### src/include/ifc_defines.svh
// register offsets, field positions, command codes and fill levels of the flow block
`ifndef IFC_DEFINES_SVH
`define IFC_DEFINES_SVH
`define IFC_REG_MODE      3'h0
`define IFC_REG_CMD       3'h1
`define IFC_REG_RESUME    3'h2
`define IFC_REG_PAUSE     3'h3
`define IFC_REG_MASK      3'h4
`define IFC_REG_ISR       3'h5
`define IFC_REG_XSTAT     3'h6
`define IFC_REG_BID       3'h7
`define IFC_BIT_TRANSP    7
`define IFC_BIT_AUTO_RX   3
`define IFC_BIT_AUTO_TX   2
`define IFC_BIT_FLOW_IRQ  4
`define IFC_CMD_TX_EN     5'h01
`define IFC_CMD_TX_DIS    5'h02
`define IFC_CMD_SEND_ON   5'h12
`define IFC_CMD_SEND_OFF  5'h13
`define IFC_CMD_KILL      5'h14
`define IFC_CMD_PAUSE     5'h15
`define IFC_CMD_RESUME    5'h16
`define IFC_CMD_RESET     5'h1F
`define IFC_XOFF_LEVEL    12
`define IFC_XON_LEVEL     8
`define IFC_BREAK_CHAR    8'h00
`endif

### src/include/ifc_pkg.sv
// types of the in-band flow-control block
package ifc_pkg;
    typedef struct packed {
        logic        transp;
        logic        mode_rx;
        logic        mode_tx;
        logic [7:0]  on_char;
        logic [7:0]  off_char;
        logic [7:0]  bid;
        logic        mask4;
        logic        recog_en;
        logic        ev;
        logic        got_on;
        logic        got_off;
        logic        irq;
        logic        xoff_out;
        logic        last_off;
        logic        auto_pause;
        logic        host_pause;
        logic        pend_on;
        logic        pend_off;
        logic        req_v;
        logic        req_off;
        logic [7:0]  req_char;
        logic        dp_wr;
        logic [2:0]  dp_idx;
        logic        rdy;
        logic [31:0] hrdata;
        logic        push;
        logic [7:0]  push_data;
        logic [2:0]  push_err;
        logic        tx_en;
        logic        flush;
        logic        cmd_v;
        logic [4:0]  cmd;
    } ifc_state_t;
endpackage : ifc_pkg

### src/rtl/ifc_flow_ctrl.sv
// in-band xon/xoff flow control of one channel, with its ahb-lite register slave
`timescale 1ns/100ps
`include "ifc_defines.svh"

// Functional notes
// [RULE1] auto-transmitter: recognized pause char stops transmitter after current character
// [RULE2] resume char or reset restarts; reset flushes unsent transmit queue
// [RULE3] transmitter commands ignored while auto-transmitter mode is on
// [RULE4] paused transmitter still takes queue writes, reports fill, keeps status
// [RULE5] received break counts as a zero character for detection
// [RULE6] flow char recognized only with queue room; overrun char ignored entirely
// [RULE7] flow chars with errors still valid; error bits stored alongside
// [RULE8] auto-receiver: send pause above 12 filled, resume below 8
// [RULE9] flow char never disturbs loaded character; queued data sent afterwards
// [RULE10] pending flow char dropped if its fill condition vanishes first
// [RULE11] track unrescinded pause; clear when mode bit 3 written zero
// [RULE12] host pause command holds transmitter until reset or resume command
// [RULE13] host pause not lifted by resume char or transmitter re-enable
// [RULE14] repeated send commands harmless; opposite command cancels pending one
// [RULE15] kill cancels pending send commands; no effect in automatic modes
// [RULE16] flow char once loaded is never aborted
// [RULE17] mode bits 3,2 reset zero; bit 2 gating, bit 3 fill-driven sending
// [RULE18] mode bit 7 set keeps recognized flow chars out of queue
// [RULE19] only recognition raises the event; flow transmit activity never does
// [RULE20] comparators work even with both mode bits zero
// [RULE21] event gated by mask bit 4, bid level, status bit 4, details
// [RULE22] reset disables recognition and its event
// [RULE23] nonzero flow mode blocks command-driven flow character sending
// [RULE24] flow chars use channel's programmed character format
module ifc_flow_ctrl
    import ifc_pkg::*;
#(
    parameter int FILL_W = 5
) (
    input  wire logic              hclk,
    input  wire logic              hresetn,
    input  wire logic              ce,
    input  wire logic              hsel,
    input  wire logic [31:0]       haddr,
    input  wire logic [1:0]        htrans,
    input  wire logic              hwrite,
    input  wire logic [2:0]        hsize,
    input  wire logic [31:0]       hwdata,
    input  wire logic              hready,
    output      logic              hreadyout,
    output      logic              hresp,
    output      logic [31:0]       hrdata,
    input  wire logic              rx_char_valid,
    input  wire logic [7:0]        rx_char,
    input  wire logic [2:0]        rx_err,
    input  wire logic              rx_break,
    input  wire logic              rx_room,
    input  wire logic [FILL_W-1:0] rx_fill,
    output      logic              rx_push,
    output      logic [7:0]        rx_push_data,
    output      logic [2:0]        rx_push_err,
    output      logic              tx_enable,
    output      logic              tx_flow_req,
    output      logic [7:0]        tx_flow_char,
    output      logic              tx_flow_is_pause,
    input  wire logic              tx_flow_ack,
    output      logic              tx_cmd_valid,
    output      logic [4:0]        tx_cmd,
    output      logic              tx_queue_flush,
    output      logic              flow_bid,
    output      logic [7:0]        flow_bid_level
);
    localparam logic [FILL_W-1:0] XOFF_LVL = FILL_W'(`IFC_XOFF_LEVEL);
    localparam logic [FILL_W-1:0] XON_LVL  = FILL_W'(`IFC_XON_LEVEL);

    if (FILL_W < 4) begin : g_chk
        $error("FILL_W too small for the fill levels");
    end

    ifc_state_t st;
    ifc_state_t next_st;

    logic [7:0] rx_c;
    logic       hit_on;
    logic       hit_off;
    logic       take;
    logic       host;
    logic [4:0] wcmd;
    logic       wr_cmd;

    // [RULE5] break as zero
    assign rx_c    = rx_break ? `IFC_BREAK_CHAR : rx_char;
    // [RULE20] comparators on in every mode, gated by recog_en
    assign hit_on  = st.recog_en && rx_c == st.on_char;
    assign hit_off = st.recog_en && rx_c == st.off_char;
    assign take    = hsel && hready && htrans[1];
    assign host    = !st.mode_rx && !st.mode_tx;
    assign wcmd    = hwdata[7:3];
    assign wr_cmd  = st.dp_wr && st.dp_idx == `IFC_REG_CMD;

    always_comb begin
        next_st        = st;
        next_st.push   = 1'b0;
        next_st.flush  = 1'b0;
        next_st.cmd_v  = 1'b0;
        next_st.rdy    = 1'b1;
        // address phase; status read clears before any new event sets
        next_st.dp_wr  = take && hwrite;
        next_st.dp_idx = haddr[4:2];
        if (take && !hwrite) begin
            case (haddr[4:2])
                `IFC_REG_MODE:   next_st.hrdata = {24'h000000, st.transp, 3'h0,
                                                  st.mode_rx, st.mode_tx, 2'h0};
                `IFC_REG_RESUME: next_st.hrdata = {24'h000000, st.on_char};
                `IFC_REG_PAUSE:  next_st.hrdata = {24'h000000, st.off_char};
                `IFC_REG_MASK:   next_st.hrdata = {27'h0000000, st.mask4, 4'h0};
                `IFC_REG_ISR:    next_st.hrdata = {27'h0000000, st.ev, 4'h0};
                `IFC_REG_XSTAT:  next_st.hrdata = {24'h000000, st.host_pause,
                                                  st.auto_pause, st.xoff_out, st.last_off,
                                                  st.ev, st.recog_en, st.got_off, st.got_on};
                `IFC_REG_BID:    next_st.hrdata = {24'h000000, st.bid};
                default:         next_st.hrdata = 32'h00000000;
            endcase
            if (haddr[4:2] == `IFC_REG_XSTAT) begin
                next_st.ev      = 1'b0;
                next_st.got_on  = 1'b0;
                next_st.got_off = 1'b0;
            end
        end
        // [RULE6] no room, nothing happens
        if (rx_char_valid && rx_room) begin
            if (hit_on || hit_off) begin
                // [RULE19] event on recognition only
                next_st.ev      = 1'b1;
                next_st.got_on  = next_st.got_on | hit_on;
                next_st.got_off = next_st.got_off | hit_off;
                // [RULE1] pause char gates transmitter
                if (st.mode_tx && hit_off) begin
                    next_st.auto_pause = 1'b1;
                end
                // [RULE2] resume char restarts
                if (st.mode_tx && hit_on && !hit_off) begin
                    next_st.auto_pause = 1'b0;
                end
            end
            // [RULE18] transparency strips flow chars
            next_st.push      = !((hit_on || hit_off) && st.transp);
            next_st.push_data = rx_c;
            // [RULE7] errors kept with char
            next_st.push_err  = rx_err;
        end
        // data phase write
        if (st.dp_wr) begin
            case (st.dp_idx)
                `IFC_REG_MODE: begin
                    next_st.transp  = hwdata[`IFC_BIT_TRANSP];
                    next_st.mode_rx = hwdata[`IFC_BIT_AUTO_RX];
                    next_st.mode_tx = hwdata[`IFC_BIT_AUTO_TX];
                    // [RULE11] tracking cleared, no resume sent
                    if (!hwdata[`IFC_BIT_AUTO_RX]) begin
                        next_st.xoff_out = 1'b0;
                    end
                    // leaving gating mode must not strand the transmitter
                    if (!hwdata[`IFC_BIT_AUTO_TX]) begin
                        next_st.auto_pause = 1'b0;
                    end
                end
                `IFC_REG_CMD: begin
                    case (wcmd)
                        // [RULE2] reset restarts and flushes
                        `IFC_CMD_RESET: begin
                            next_st.flush      = 1'b1;
                            next_st.auto_pause = 1'b0;
                            next_st.host_pause = 1'b0;
                            next_st.pend_on    = 1'b0;
                            next_st.pend_off   = 1'b0;
                            // [RULE22] recognition off
                            next_st.recog_en   = 1'b0;
                            next_st.ev         = 1'b0;
                        end
                        // [RULE14] later command cancels opposite
                        // [RULE23] only in host mode
                        `IFC_CMD_SEND_ON: begin
                            if (host) begin
                                next_st.pend_on  = 1'b1;
                                next_st.pend_off = 1'b0;
                            end
                        end
                        `IFC_CMD_SEND_OFF: begin
                            if (host) begin
                                next_st.pend_off = 1'b1;
                                next_st.pend_on  = 1'b0;
                            end
                        end
                        // [RULE15] kill in host mode only
                        `IFC_CMD_KILL: begin
                            if (host) begin
                                next_st.pend_on  = 1'b0;
                                next_st.pend_off = 1'b0;
                            end
                        end
                        // [RULE12] host pause and resume
                        `IFC_CMD_PAUSE: begin
                            if (host) begin
                                next_st.host_pause = 1'b1;
                            end
                        end
                        `IFC_CMD_RESUME: begin
                            next_st.host_pause = 1'b0;
                        end
                        // [RULE3] blocked in auto-transmitter mode
                        // [RULE13] enable commands never touch host pause
                        `IFC_CMD_TX_EN, `IFC_CMD_TX_DIS: begin
                            next_st.cmd_v = !st.mode_tx;
                            next_st.cmd   = wcmd;
                        end
                        default: begin
                            next_st.cmd_v = 1'b0;
                        end
                    endcase
                end
                `IFC_REG_RESUME: begin
                    next_st.on_char  = hwdata[7:0];
                    next_st.recog_en = 1'b1;
                end
                `IFC_REG_PAUSE: begin
                    next_st.off_char = hwdata[7:0];
                    next_st.recog_en = 1'b1;
                end
                `IFC_REG_MASK: begin
                    next_st.mask4 = hwdata[`IFC_BIT_FLOW_IRQ];
                end
                `IFC_REG_BID: begin
                    next_st.bid = hwdata[7:0];
                end
                default: begin
                    next_st.dp_wr = next_st.dp_wr;
                end
            endcase
        end
        // [RULE16] a loaded flow char is the transmitter's; only the record changes
        if (tx_flow_ack && st.req_v) begin
            next_st.last_off = st.req_off;
            if (st.mode_rx) begin
                next_st.xoff_out = st.req_off;
            end
            if (st.req_off) begin
                next_st.pend_off = 1'b0;
            end else begin
                next_st.pend_on = 1'b0;
            end
        end
        // [RULE8] fill thresholds
        // [RULE10] request follows the live condition, so it drops
        // [RULE9] the transmitter takes it only at a character boundary
        // [RULE24] char is framed by the transmitter's own format
        if (next_st.mode_rx || next_st.mode_tx) begin
            next_st.req_off = next_st.mode_rx && rx_fill > XOFF_LVL && !next_st.xoff_out;
            next_st.req_v   = next_st.req_off ||
                              (next_st.mode_rx && rx_fill < XON_LVL && next_st.xoff_out);
        end else begin
            next_st.req_off = next_st.pend_off;
            next_st.req_v   = next_st.pend_off || next_st.pend_on;
        end
        next_st.req_char = next_st.req_off ? next_st.off_char : next_st.on_char;
        // [RULE4] only the gate; queue and status are untouched
        next_st.tx_en = !(next_st.auto_pause || next_st.host_pause);
        // [RULE21] masked event bid
        next_st.irq   = next_st.ev && next_st.mask4;
    end

    // [RULE17] everything, mode bits included, resets to zero
    always_ff @(posedge hclk or negedge hresetn) begin
        if (!hresetn) begin
            st <= '0;
        end else if (ce) begin
            st <= next_st;
        end
    end

    assign hreadyout        = st.rdy;
    assign hresp            = 1'b0;
    assign hrdata           = st.hrdata;
    assign rx_push          = st.push;
    assign rx_push_data     = st.push_data;
    assign rx_push_err      = st.push_err;
    assign tx_enable        = st.tx_en;
    assign tx_flow_req      = st.req_v;
    assign tx_flow_char     = st.req_char;
    assign tx_flow_is_pause = st.req_off;
    assign tx_cmd_valid     = st.cmd_v;
    assign tx_cmd           = st.cmd;
    assign tx_queue_flush   = st.flush;
    assign flow_bid         = st.irq;
    assign flow_bid_level   = st.bid;
endmodule : ifc_flow_ctrl

### config.mk
export PLATFORM = sky130hd
export DESIGN_NAME = ifc_flow_ctrl
export DESIGN_NICKNAME = d
export VERILOG_FILES = /design/src/include/ifc_pkg.sv /design/src/rtl/ifc_flow_ctrl.sv
export VERILOG_INCLUDE_DIRS = /design/src /design/src/include
export SDC_FILE = /design/constraint.sdc
export NUM_CORES = 1
export LEC_CHECK = 0
export ABC_CLOCK_PERIOD_IN_PS = 2650
export BUFFER_PORTS_ARGS = -buffer_cell sky130_fd_sc_hd__buf_2
export CAP_MARGIN = 10
export CORE_MARGIN = 3
export CORE_UTILIZATION = 51
export DETAILED_ROUTE_END_ITERATION = 6
export PLACE_DENSITY = 0.85
export SKIP_CTS_REPAIR_TIMING = 1
export SYNTH_ARGS = -nofsm -noshare
export SYNTH_HDL_FRONTEND = slang
export SYNTH_SLANG_ARGS = --single-unit
### constraint.sdc
create_clock -name hclk -period 2.65 [get_ports hclk]
set_clock_uncertainty 0.15 [all_clocks]
set_input_delay 0.3975 -clock hclk [delete_from_list [all_inputs] [get_ports hclk]]
set_output_delay 0.3975 -clock hclk [all_outputs]
set_load 0.05 [all_outputs]
* Word level (Yosys, flattened, before mapping) *
Cells that the tools add are included.

storage, ports and cells
  latch bits = 0
  memory bits (read-only) = 0
  word-level logic and storage cells = 147
  flip-flop bits (word level) = 106
  input port bits = 95
  memories kept = 0
  memory bits (writable) = 0

cells by class
  bitwise logic cells = 2
  shift operators = 0
  multipliers = 0
  reduce and logical (&&, ||, !) cells = 43
  div/mod/pow operators = 0
  magnitude comparators = 2
  add/sub/neg operators = 0
  mux-type cells = 46
  equal/unequal tests = 22

operator list
  cell                                                           number
  one-hot mux 8 bit (7 select lines)                             1
  two-way mux 8 bit                                              5
  == test 5 bit, second input constant                           6
  two-way mux 29 bit                                             1
  == test 3 bit, second input constant                           6
  logical AND 1 bit                                              18
  two-way mux 1 bit                                              17
  == test 8 bit                                                  2
  two-way mux 2 bit                                              8
  two-way mux 3 bit                                              5
  two-way mux 7 bit                                              2
  == test 3 x 2 -> 1 bit, second input constant                  4
  two-way mux 12 bit                                             1
  one-hot mux 2 bit (4 select lines)                             1
  AND reduction 4 bit                                            2
  logical NOT 1 bit                                              7
  logical NOT 3 bit                                              2
  one-hot mux 1 bit (2 select lines)                             3
  AND reduction 2 bit                                            3
  AND reduction 3 bit                                            2
  OR reduction 2 bit                                             3
  == test 5 x 1 -> 1 bit, second input constant                  1
  == test 5 x 2 -> 1 bit, second input constant                  1
  greater-than comparator 5 x 4 -> 1 bit, second input constant  1
  other kinds (8)                                                13

* Depth between registers and ports, before layout *
  depth after elaboration = 16
  depth in mapped cells = 8
  depth with buffers taken out = 6

* Least setup slack after synthesis *
No wires, ideal clock.

  kind = reg2reg
  start point = register st[55] in the netlist's numbering
  end point = register st (netlist bit tx_flow_char[0])
  setup time = 0.090 ns
  data required time = 2.410 ns
  period minus slack after synthesis = 2.086 ns
  cell stages (with the launch flop) = 7
  buffers on the path = 0
  setup slack = 0.564 ns
  arrival time = 1.846 ns
  path through = dfrtp_1 > nor4b_4 > mux2_1 > o2111a_1 > nand2b_1 > a21o_4 > o2111ai_1

on the way
  cells in the longest elaborated chain, start to end = 9

ends and longest elaborated chain
  item                    line                  text
  from (decl)             ifc_flow_ctrl.sv:75   ifc_state_t st;
  from (signal assigned)  ifc_flow_ctrl.sv:272  st <= next_st;
  logical NOT 3 bit       ifc_flow_ctrl.sv:149  case (st.dp_idx)
  two-way mux 1 bit       ifc_flow_ctrl.sv:149
  two-way mux 1 bit       ifc_flow_ctrl.sv:148  if (st.dp_wr) begin
  two-way mux 1 bit       ifc_flow_ctrl.sv:239  if (st.mode_rx) begin
  two-way mux 2 bit       ifc_flow_ctrl.sv:237  if (tx_flow_ack && st.req_v) begin
  logical NOT 1 bit       ifc_flow_ctrl.sv:253  next_st.req_off = next_st.mode_rx && rx_fill > XOFF_LVL && !next_st.xoff_out;
  logical AND 1 bit       ifc_flow_ctrl.sv:253
  two-way mux 2 bit       ifc_flow_ctrl.sv:252  if (next_st.mode_rx || next_st.mode_tx) begin
  two-way mux 8 bit *     ifc_flow_ctrl.sv:260  next_st.req_char = next_st.req_off ? next_st.off_char : next_st.on_char;

Every way passes the cells marked *; elsewhere a longest branch is shown, timed or not.
A chain may end at the register's enable or synchronous reset.

* Worst setup path after layout *
  start point = register st[55] in the netlist's numbering
  end point = register st (netlist bit tx_flow_char[6])

Same word-level chain as after synthesis.

==> qor.csv <==
stage,metric,value,unit
power_and_ir_drop,switching_share,39.57,%
worst_setup_path,worstPathArrival,2550,ps
timing,fin_crit_sh,91.59,%
drt,wire_per_inst,17.77,um
yosys,synth_most_common_cell,dfrtp_1,
yosys,synth_cells,520,
drt,wirelength,12320,um
timing,setup_viol,0,
placement,gp_congestion,0.8850,
clock_network,clockBufferDepth,2,
global_routing,track_usage,22.49,%
yosys,synthesis.area,5007,um2
power_and_ir_drop,internal-power,2044,uW
drt,dr.pass1.iters,5,
floorplanning,core_area,9371,um2
timing,period_minus_slack,2427,ps
placement,hpwl,9099,um
floorplanning,start_util,53.43,%
floorplanning,die-area,11040,um2
worst_setup_path,slowest_delay,470,ps
final_layout,nets,654,
worst_setup_path,crit_chain,nor4b_4 -> mux2_1 -> o2111a_1 -> nand2b_1 -> a21o_4 -> o2111ai_1,
power_and_ir_drop,power.leakage,0.002488,uW
run,max_cap_viol_count,0,
timing,drv_slew,0,
final_layout,final_util,57.02,%
power_and_ir_drop,power.density,633.0,nW/um2
final_layout,drive_gt1_share,30.14,%
yosys,yosysTopAreaCell,dfrtp_1,
timing,rsz0062_at_grt,no,
yosys,synth.top_cells.by_count,"dfrtp_1 (82), buf_4 (66), nand2_1 (51), mux2_2 (40), nor2_1 (36)",
power_and_ir_drop,ir_drop,253.8,uV
timing,worst_pin_slew,669.0,ps
drt,antenna_left,0,
global_routing,grt_pass1_vias,3896,
floorplanning,core.rowCount,35,
worst_setup_path,crit_fanout,9,
final_layout,area_growth,6.722,%
power_and_ir_drop,combPwrFrac,29.2,%
worst_setup_path,cp_top_family,compound AO/OA/AOI/OAI gates,
timing,slew_headroom,55.06,%
timing,tns,0,ps
yosys,synth_cell_types,63,
run_status,status,finished clean,
clock_network,clk_pin_slew,90,ps
global_routing,antenna_found_initial,0,
clock_network,numClockSinks,82,
clock_network,clk_latency,360,ps
drt,initialDrtViolationCount,261,
worst_setup_path,cp-start-kind,register,
worst_setup_path,critPathCaptureType,register,
clock_network,cts_buffers,9,
yosys,ys_seq_area_share,40.98,%
global_routing,grt_pass1_wl,19990,um
yosys,synth_edf_count,0,
worst_setup_path,slowest_stage,dfrtp_1,
power_and_ir_drop,seqPwrFrac,46.5,%
global_routing,grt_max_degree,50,
yosys,async_reset_ff_share,100.0,%
global_routing,grt-ovfl-total,0,
yosys,avgSynthCellArea,9.629,um2
worst_setup_path,cp.required,2770,ps
floorplanning,die_y,105.1,um
timing,hold_violations,0,
clock_network,htree_levels,3,
floorplanning,die_w,105.1,um
yosys,yosys_warnings,0,
yosys,synth.area.top_cells,"dfrtp_1 (41%), buf_4 (9.9%), mux2_2 (9.0%), nand2_1 (3.8%), nor2_1 (2.7%)",
clock_network,tritoncts,yes,
drt,vias,3951,
timing,max_freq,0.4120,GHz
placement,io_buffers,85,
final_layout,antennaDiodeCount,0,
worst_setup_path,critPathBufInv,0,
yosys,synth_top_area_share,40.98,%
clock_network,ctsRootBufferMaster,clkbuf_8,
yosys,yosys_most_used_dff,dfrtp_1,
worst_setup_path,crit_type,reg2reg,
floorplanning,ios,168,
drt,viasPerCell,5.701,
yosys,ys_seq_elements,82,
drt,drc,0,
power_and_ir_drop,pwr-share-clk,24.4,%
hold_path,hp-class,in2reg,
power_and_ir_drop,p_sw,1338,uW
-- sequential cells by signal (all words and copies together) (netlist names) --
register,flops
rx_push_data,8
flow_bid,1
flow_bid_level,8
hreadyout,1
tx_queue_flush,1
tx_flow_char,8
tx_flow_is_pause,1
tx_flow_req,1
tx_cmd_valid,1
hrdata,8
tx_enable,1
rx_push_err,3
tx_cmd,5
rx_push,1
st,34
-- power by group through the flow --
stage	Sequential (uW)	Clock, uW	Combinational [uW]
final	1570	824	986
after global routing	1590	892	1060
after CTS	1560	837	985
after detailed placement	1590	0	981
after global placement	1580	0	958
after floorplan	1540	0	874
-- metrics by stage --
| stage | hold slack (ps) | worst slack, ps | power (uW) | instances | instance area [um2] |
|---|---|---|---|---|---|
| after floorplan | -48.09 | 564.2 | 2415 | 544 | 5097 |
| after global placement | 273.8 | 323.9 | 2535 | 676 | 5157 |
| after detailed placement | 271.7 | 274.9 | 2569 | 676 | 5157 |
| after CTS | -109.9 | 247.8 | 3386 | 692 | 5334 |
| after global routing | 80.25 | 58.76 | 3538 | 693 | 5344 |
| final | 76.95 | 222.8 | 3382 | 693 | 5344 |
-- worst paths after layout --
path	cells past startpoint	slack, ps	end	startpoint
worst max register to register	6	220	tx_flow_char[6]	st[55]
worst min-delay path	3	80	rx_push_err[0]	rx_err[0]
worst max-delay path	6	220	tx_flow_char[6]	st[55]
min in group asynchronous	2	430	st[75]	hresetn
max in group asynchronous	3	1210	rx_push_data[7]	hresetn
worst min register to register	2	320	rx_push_data[5]	rx_push_data[5]
-- cells in the final DEF, fill, tap and decap left out, types with 4 or more instances in the layout --
cell / n
buf_2: 84
dfrtp_1: 82
nand2_1: 51
mux2_2: 40
nor2_1: 36
o21ai_0: 26
conb_1: 25
nand3_1: 21
a21oi_1: 21
nand2b_1: 14
buf_4: 14
mux2i_1: 12
nor2b_1: 10
inv_1: 9
clkbuf_8: 9
and3_1: 8
a31oi_1: 7
xnor2_1: 5
o22ai_1: 5
a22o_1: 5
o211ai_1: 5
nand4_1: 4
o2111ai_1: 4
mux4_2: 4
-- tightest hold or removal path: cells and delay by family --
kind                   cells  cell delay, ps
buffers and inverters      1              80
and+or+nand+nor            2              90
-- cell type report --
cell class	instances	area [um2]
fill	810	4028
multi-input combinational	357	2381
clock buffer	9	123.9
inverter	10	37.54
tap	129	161.4
clock inverter	7	52.55
timing repair buffer	99	535.5
sequential	82	2052
-- layer usage --
layer | track usage, % | share of wire [%] | wire length, um | vias to the layer above
li1 | - | - | - | 1830
met1 | 30.47 | 44 | 5453 | 1932
met2 | 36.76 | 48 | 5913 | 167
met3 | 4.571 | 6.1 | 754 | 22
met4 | 6.186 | 1.6 | 195 | 0
met5 | 0 | 0 | 0 | -
-- cell families (layout without fill, tap and decap cells) --
group | Yosys count | count (layout) | synth area share (%)
buffers and inverters | 105 | 125 | 13.27
XOR/XNOR | 5 | 5 | 0.8745
AO/OA/AOI/OAI | 104 | 104 | 14.47
multiplexers | 57 | 57 | 13.42
other | 1 | 25 | 0.07489
flip-flops | 82 | 82 | 40.98
AND/OR/NAND/NOR | 166 | 166 | 16.92
Note: power is estimated with default switching activity, not from simulation.
